**config.mk**
```make
export PLATFORM = sky130hd
export DESIGN_NAME = uif_flags
export DESIGN_NICKNAME = d
export VERILOG_FILES = /design/src/hdl/uif_pkg.sv /design/src/hdl/uif_flags.sv
export SDC_FILE = /design/constraint.sdc
export NUM_CORES = 1
export LEC_CHECK = 0
export ABC_AREA = 1
export BUFFER_PORTS_ARGS = -buffer_cell sky130_fd_sc_hd__buf_4
export CAP_MARGIN = 40
export CORE_AREA = 2 2 39 41
export DETAILED_ROUTE_END_ITERATION = 7
export DIE_AREA = 0 0 41 43
export REMOVE_ABC_BUFFERS = 1
export SLEW_MARGIN = 10
export SYNTH_ARGS = -nofsm -noshare
export SYNTH_HDL_FRONTEND = slang
export SYNTH_SLANG_ARGS = --single-unit
```
**constraint.sdc**
```tcl
create_clock -name sys_clk -period 1.1 [get_ports sys_clk]
set_clock_uncertainty 0.2 [all_clocks]
set_input_delay 0.22 -clock sys_clk [delete_from_list [all_inputs] [get_ports sys_clk]]
set_output_delay 0.22 -clock sys_clk [all_outputs]
set_load 0.01 [all_outputs]
```
**src/hdl/uif_pkg.sv**
```systemverilog
// Package for the serial port interrupt flag block
package uif_pkg;
    localparam int SCON_W        = 8;
    localparam int RX_DONE_BIT   = 0;
    localparam int TX_DONE_BIT   = 1;
    localparam logic [SCON_W-1:0] SCON_RESET = 8'h00;

    typedef enum logic {
        UIF_FMT_8BIT,
        UIF_FMT_9BIT
    } uif_fmt_e;

    // Frame timing strobes from the shift logic
    typedef struct packed {
        logic last_data_bit;
        logic stop_bit_start;
        logic stop_bit_sample;
    } uif_evt_s;

    // Software clear requests, one per flag
    typedef struct packed {
        logic tx_done_clr;
        logic rx_done_clr;
    } uif_clr_s;
endpackage : uif_pkg

```
**src/hdl/uif_flags.sv**
```systemverilog
// Transmit-done and receive-done interrupt flags of the serial port
//Contract
// - 9-bit format: tx flag at stop start
// - Enabled tx flag requests port interrupt
// - Rx flag sits in control bit zero
// - Rx flag set at stop sampling
// - Enabled rx flag requests port interrupt
`timescale 1ns/10ps
module uif_flags
    import uif_pkg::*;
(
    input  wire logic              sys_clk,
    input  wire logic              reset_n,
    input  wire uif_fmt_e          frame_fmt,
    input  wire uif_evt_s          frame_evt,
    input  wire uif_clr_s          sw_clr,
    input  wire logic              port_irq_en,
    output logic [SCON_W-1:0]      scon_flags,
    output logic                   tx_done_flag,
    output logic                   rx_done_flag,
    output logic                   port_irq_req
);

    // Flag state and next values
    logic                tx_done_flag_q;
    logic                tx_done_flag_d;
    logic                rx_done_flag_q;
    logic                rx_done_flag_d;

    // Decoded set and clear strobes
    logic                tx_set;
    logic                rx_set;
    logic                tx_clr;
    logic                rx_clr;

    // Interrupt request terms
    logic                tx_irq;
    logic                rx_irq;
    logic                irq_d;
    logic                irq_q;

    // Control register image
    logic [SCON_W-1:0]   scon_d;
    logic [SCON_W-1:0]   scon_q;

    // Transmit set strobe for the frame format
    function automatic logic tx_set_of(
        input uif_fmt_e fmt,
        input uif_evt_s evt
    );
        logic hit;

        hit = 1'b0;
        case (fmt)
            UIF_FMT_9BIT: begin
                hit = evt.stop_bit_start;
            end

            UIF_FMT_8BIT: begin
                // 8-bit frames finish after the last data bit
                hit = evt.last_data_bit;
            end

            default: begin
                hit = 1'b0;
            end
        endcase
        return hit;
    endfunction : tx_set_of

    // Set beats clear so an event in the clear cycle is kept
    function automatic logic flag_next(
        input logic cur,
        input logic hit,
        input logic clr
    );
        logic nxt;

        nxt = cur;
        if (clr) begin
            nxt = 1'b0;
        end
        if (hit) begin
            nxt = 1'b1;
        end
        return nxt;
    endfunction : flag_next

    // Request term of one flag, gated by the port enable
    function automatic logic gate_req(
        input logic en,
        input logic flag
    );
        logic req;

        req = 1'b0;
        if (en) begin
            req = flag;
        end
        return req;
    endfunction : gate_req

    // Control image from the two flags; other bits hold reset
    function automatic logic [SCON_W-1:0] pack_flags(
        input logic rx,
        input logic tx
    );
        logic [SCON_W-1:0] img;

        img              = SCON_RESET;
        img[RX_DONE_BIT] = rx;
        img[TX_DONE_BIT] = tx;
        return img;
    endfunction : pack_flags

    // Transmit set follows the frame format
    always_comb begin
        tx_set = tx_set_of(frame_fmt, frame_evt);
    end

    // Receive set at stop bit sampling
    always_comb begin
        rx_set = 1'b0;
        if (frame_evt.stop_bit_sample) begin
            rx_set = 1'b1;
        end
    end

    // Only software clears; no hardware path does
    always_comb begin
        tx_clr = 1'b0;
        if (sw_clr.tx_done_clr) begin
            tx_clr = 1'b1;
        end
    end

    // Interrupt entry leaves the receive flag alone
    always_comb begin
        rx_clr = 1'b0;
        if (sw_clr.rx_done_clr) begin
            rx_clr = 1'b1;
        end
    end

    // Next transmit flag
    always_comb begin
        tx_done_flag_d = flag_next(tx_done_flag_q, tx_set, tx_clr);
    end

    // Next receive flag
    always_comb begin
        rx_done_flag_d = flag_next(rx_done_flag_q, rx_set, rx_clr);
    end

    // Transmit flag register
    always_ff @(posedge sys_clk) begin
        if (!reset_n) begin
            tx_done_flag_q <= SCON_RESET[TX_DONE_BIT];
        end else begin
            tx_done_flag_q <= tx_done_flag_d;
        end
    end

    // Receive flag register
    always_ff @(posedge sys_clk) begin
        if (!reset_n) begin
            rx_done_flag_q <= SCON_RESET[RX_DONE_BIT];
        end else begin
            rx_done_flag_q <= rx_done_flag_d;
        end
    end

    // Terms from next values so the request rises with the flags
    always_comb begin
        tx_irq = gate_req(port_irq_en, tx_done_flag_d);
    end

    always_comb begin
        rx_irq = gate_req(port_irq_en, rx_done_flag_d);
    end

    // One shared vector for both flags
    always_comb begin
        irq_d = tx_irq | rx_irq;
    end

    // Registered request; drops a cycle after enable drops
    always_ff @(posedge sys_clk) begin
        if (!reset_n) begin
            irq_q <= 1'b0;
        end else begin
            irq_q <= irq_d;
        end
    end

    // Image from next values so it matches the flag registers
    always_comb begin
        scon_d = pack_flags(rx_done_flag_d, tx_done_flag_d);
    end

    // Control image register
    always_ff @(posedge sys_clk) begin
        if (!reset_n) begin
            scon_q <= SCON_RESET;
        end else begin
            scon_q <= scon_d;
        end
    end

    // Outputs straight from flip-flops
    assign scon_flags   = scon_q;
    assign tx_done_flag = tx_done_flag_q;
    assign rx_done_flag = rx_done_flag_q;
    assign port_irq_req = irq_q;
endmodule : uif_flags

```
Word-level counts from Yosys, hierarchy flattened
Cells that the tools add are included.

Register bits: 11. Output and inout port bits: 11. Logic and storage cells: 17. Input port bits: 9.

Bitwise logic cells: 2. Muxes and demuxes: 10.

Operator list (count): 1-bit 2-to-1 mux (9); 1-bit case mux with 2 select lines (1); 1-bit NOT (1); 1-bit bitwise OR (1).

Depth between registers and ports, before layout
Word-level depth: 5. Gate-level depth with buffers: 5. Gate-level depth less buffers: 5.

Worst setup path before layout
Ideal clock, no wire load.

Kind: register to output. From: register scon_q[0], in the netlist scon_flags[0]. To: output scon_flags[0]. Cell stages (with the launch flop): 2. Buffers on the path: 1. Required time: 0.680 ns. Arrival: 0.507 ns. Setup slack: 0.173 ns. Cell sequence: dfxtp_1 -> buf_4.

RTL lines: start, declared (RTL line uif_flags.sv:44) `logic [SCON_W-1:0] scon_q;`; start signal, assigned (RTL line uif_flags.sv:206) `scon_q <= scon_d;`; end, declared (RTL line uif_flags.sv:18) `output logic [SCON_W-1:0] scon_flags,`.

No word-level cell between the ends.

==> impl_metrics.tcl <==
set metrics [dict create \
    final_cells 59 \
    setup_violations 2 \
    whs_ns 0.02173 \
    cp.buffers_inverters 1 \
    drive_above_1_share_pct 46.51 \
    hp-class "in2reg" \
    vias 188 \
    route.detailed.drc 0 \
    synth.cell_area_um2 196.4 \
    maxCapViolCount 0 \
    grt_max_degree 4 \
    grtUsageTotal_pct 5.411 \
    routabilityCongestion 0.5313 \
    worst-path-stages 1 \
    fin_crit_sh_pct 100.0 \
    leakagePower_nw 0.1881 \
    cts_tree "built" \
    crit_slowest_cell "dfxtp_2" \
    clk_path_buf_depth 2 \
    ios 20 \
    layout_common_cells "buf_4, nand2_1, conb_1" \
    drv_slew 0 \
    layout_commonest_cell "buf_4" \
    cpPeakStageDelay_ns 0.31 \
    worstSkewPairLatency_ns 0.23 \
    rsz0062_at_grt "true" \
    htree_levels 1 \
    fmax_mhz 908.7 \
    dp.final_hpwl_um 314.3 \
    dpl_cell_area_um2 272.8 \
    area_delta_synth_final_pct 62.42 \
    pre_cts_ws_ns 0.1725 \
    final_nets 53 \
    wl_per_cell_um 6.424 \
    irDropWorstVdd_uv 170.5 \
    synthCells 28 \
    violations "negative setup slack" \
    die_area_um2 1763 \
    fin_area_um2 319.1 \
    critical_path_class "reg2out" \
    rows 14 \
    reg2reg_depth 5 \
    via_per_inst 3.186 \
    status "finished, violations left" \
    worstHoldPathCells 3 \
    setup_tns_ns -0.0009013 \
    timing.final.ws_setup_ns -0.0005343 \
    overflow 0 \
    clkPwrFrac_pct 48.5 \
    p_comb_share_pct 20.8 \
    synth-seq-cells 3 \
    crit_path_cell_trace "buf_4" \
    swShare_pct 24.83 \
    crit_path_end_kind "primary output" \
    ant_nets 0 \
    power_density_nw_per_um2 1254 \
    post-route-min-period_ns 1.101 \
    seq_area_frac_synth_pct 30.57 \
    synth-warning-count 0 \
    die_height_um 43 \
    cts_sinks 3 \
    cp_max_fo 3 \
    clk_transition_reported_paths_ns 0.04 \
    finalHoldViolCount 0 \
    synth_cell_types 9 \
    critical_path_required_ns 0.68 \
    die_w_um 41 \
    startpoint_type "flop" \
    cpLargestDelayFamily "flip-flops" \
    core_um2 1384 \
    grt_pass1_wl_um 552 \
    post-place-cells 54 \
    antenna_found_initial 0 \
    diodes 0 \
    numCtsBuffers 3 \
    start_util_pct 14.20 \
    dr.pass1.iters 2 \
    internal_power_mw 0.3007 \
    routed_wl_um 379 \
    worstPathArrival_ns 0.68 \
    synth_area_per_cell_um2 7.016 \
    cts-root-buf "clkbuf_4" \
    drtIter0Drc 1 \
    p_seq_share_pct 30.7 \
    io_buffers 13 \
    first_global_vias 196 \
    p_sw_mw 0.09932 \
]
path summary, 6_finish.rpt:
check,startpoint,end,slack [ns]
hold / removal,port_irq_en,port_irq_req,0.02
setup reg to reg,scon_flags[0],port_irq_req,0.08
setup / recovery,scon_flags[1],tx_done_flag,-0.0005
hold reg to reg,scon_flags[1],scon_flags[1],0.39
stage by stage:
step | total power [mW] | utilization, %
2_1_floorplan | 0.1564 | -
3_3_place_gp | 0.1989 | 19.71
3_5_place_dp | 0.2003 | 19.71
4_1_cts | 0.4092 | 23.06
5_1_grt | 0.4245 | 23.06
6_report | 0.4000 | 23.06
state kept, by name (all words and copies together) (netlist names):
signal        cells
port_irq_req      1
scon_flags        2
logic make-up after synthesis:
family / after synthesis / share of synthesized area (%)
compound gates: 1 / 3.823
flops: 3 / 30.57
simple gates: 10 / 23.57
other cells: 1 / 1.909
buf+inv: 13 / 40.13
what timing repair did:
item	4_1_cts	5_1_grt
resized for setup	4	1
setup buffers	0	1
gates cloned	0	0
hold buffers	1	0
endpoints found under the setup margin	4	5
endpoints found under the hold margin	1	0
metal layers:
metal	wire, µm	global-route usage, %
met1	95	2.236
met2	190	8.438
met3	75	2.618
met4	18	10.00
met5	0	0
cells in the mapped netlist (all sizes together):
library cell	n	area [µm²]
a21boi	1	7.510
buf	8	60.06
conb	1	3.750
dfxtp	3	60.06
inv	5	18.77
nand2	7	26.28
nand3	1	10.01
nor2	2	10.01
area by class of cell:
class	instances	area [µm²]
Multi-Input combinational cell	17	76.32
Timing Repair Buffer	14	115.1
Tap cell	16	20.02
Inverter	5	18.77
Clock buffer	4	26.28
Fill cell	168	1065
Sequential cell	3	62.56
power groups by stage:
| stage | registers (mW) | logic [mW] | clock network, mW |
|---|---|---|---|
| 4_1_cts | 0.123 | 0.0829 | 0.203 |
| 5_1_grt | 0.124 | 0.0938 | 0.207 |
| 3_3_place_gp | 0.123 | 0.0762 | 0 |
| 6_report | 0.123 | 0.0831 | 0.194 |
| 2_1_floorplan | 0.129 | 0.0272 | 0 |
| 3_5_place_dp | 0.123 | 0.0773 | 0 |
No activity file was read; power rests on OpenSTA's default activity.
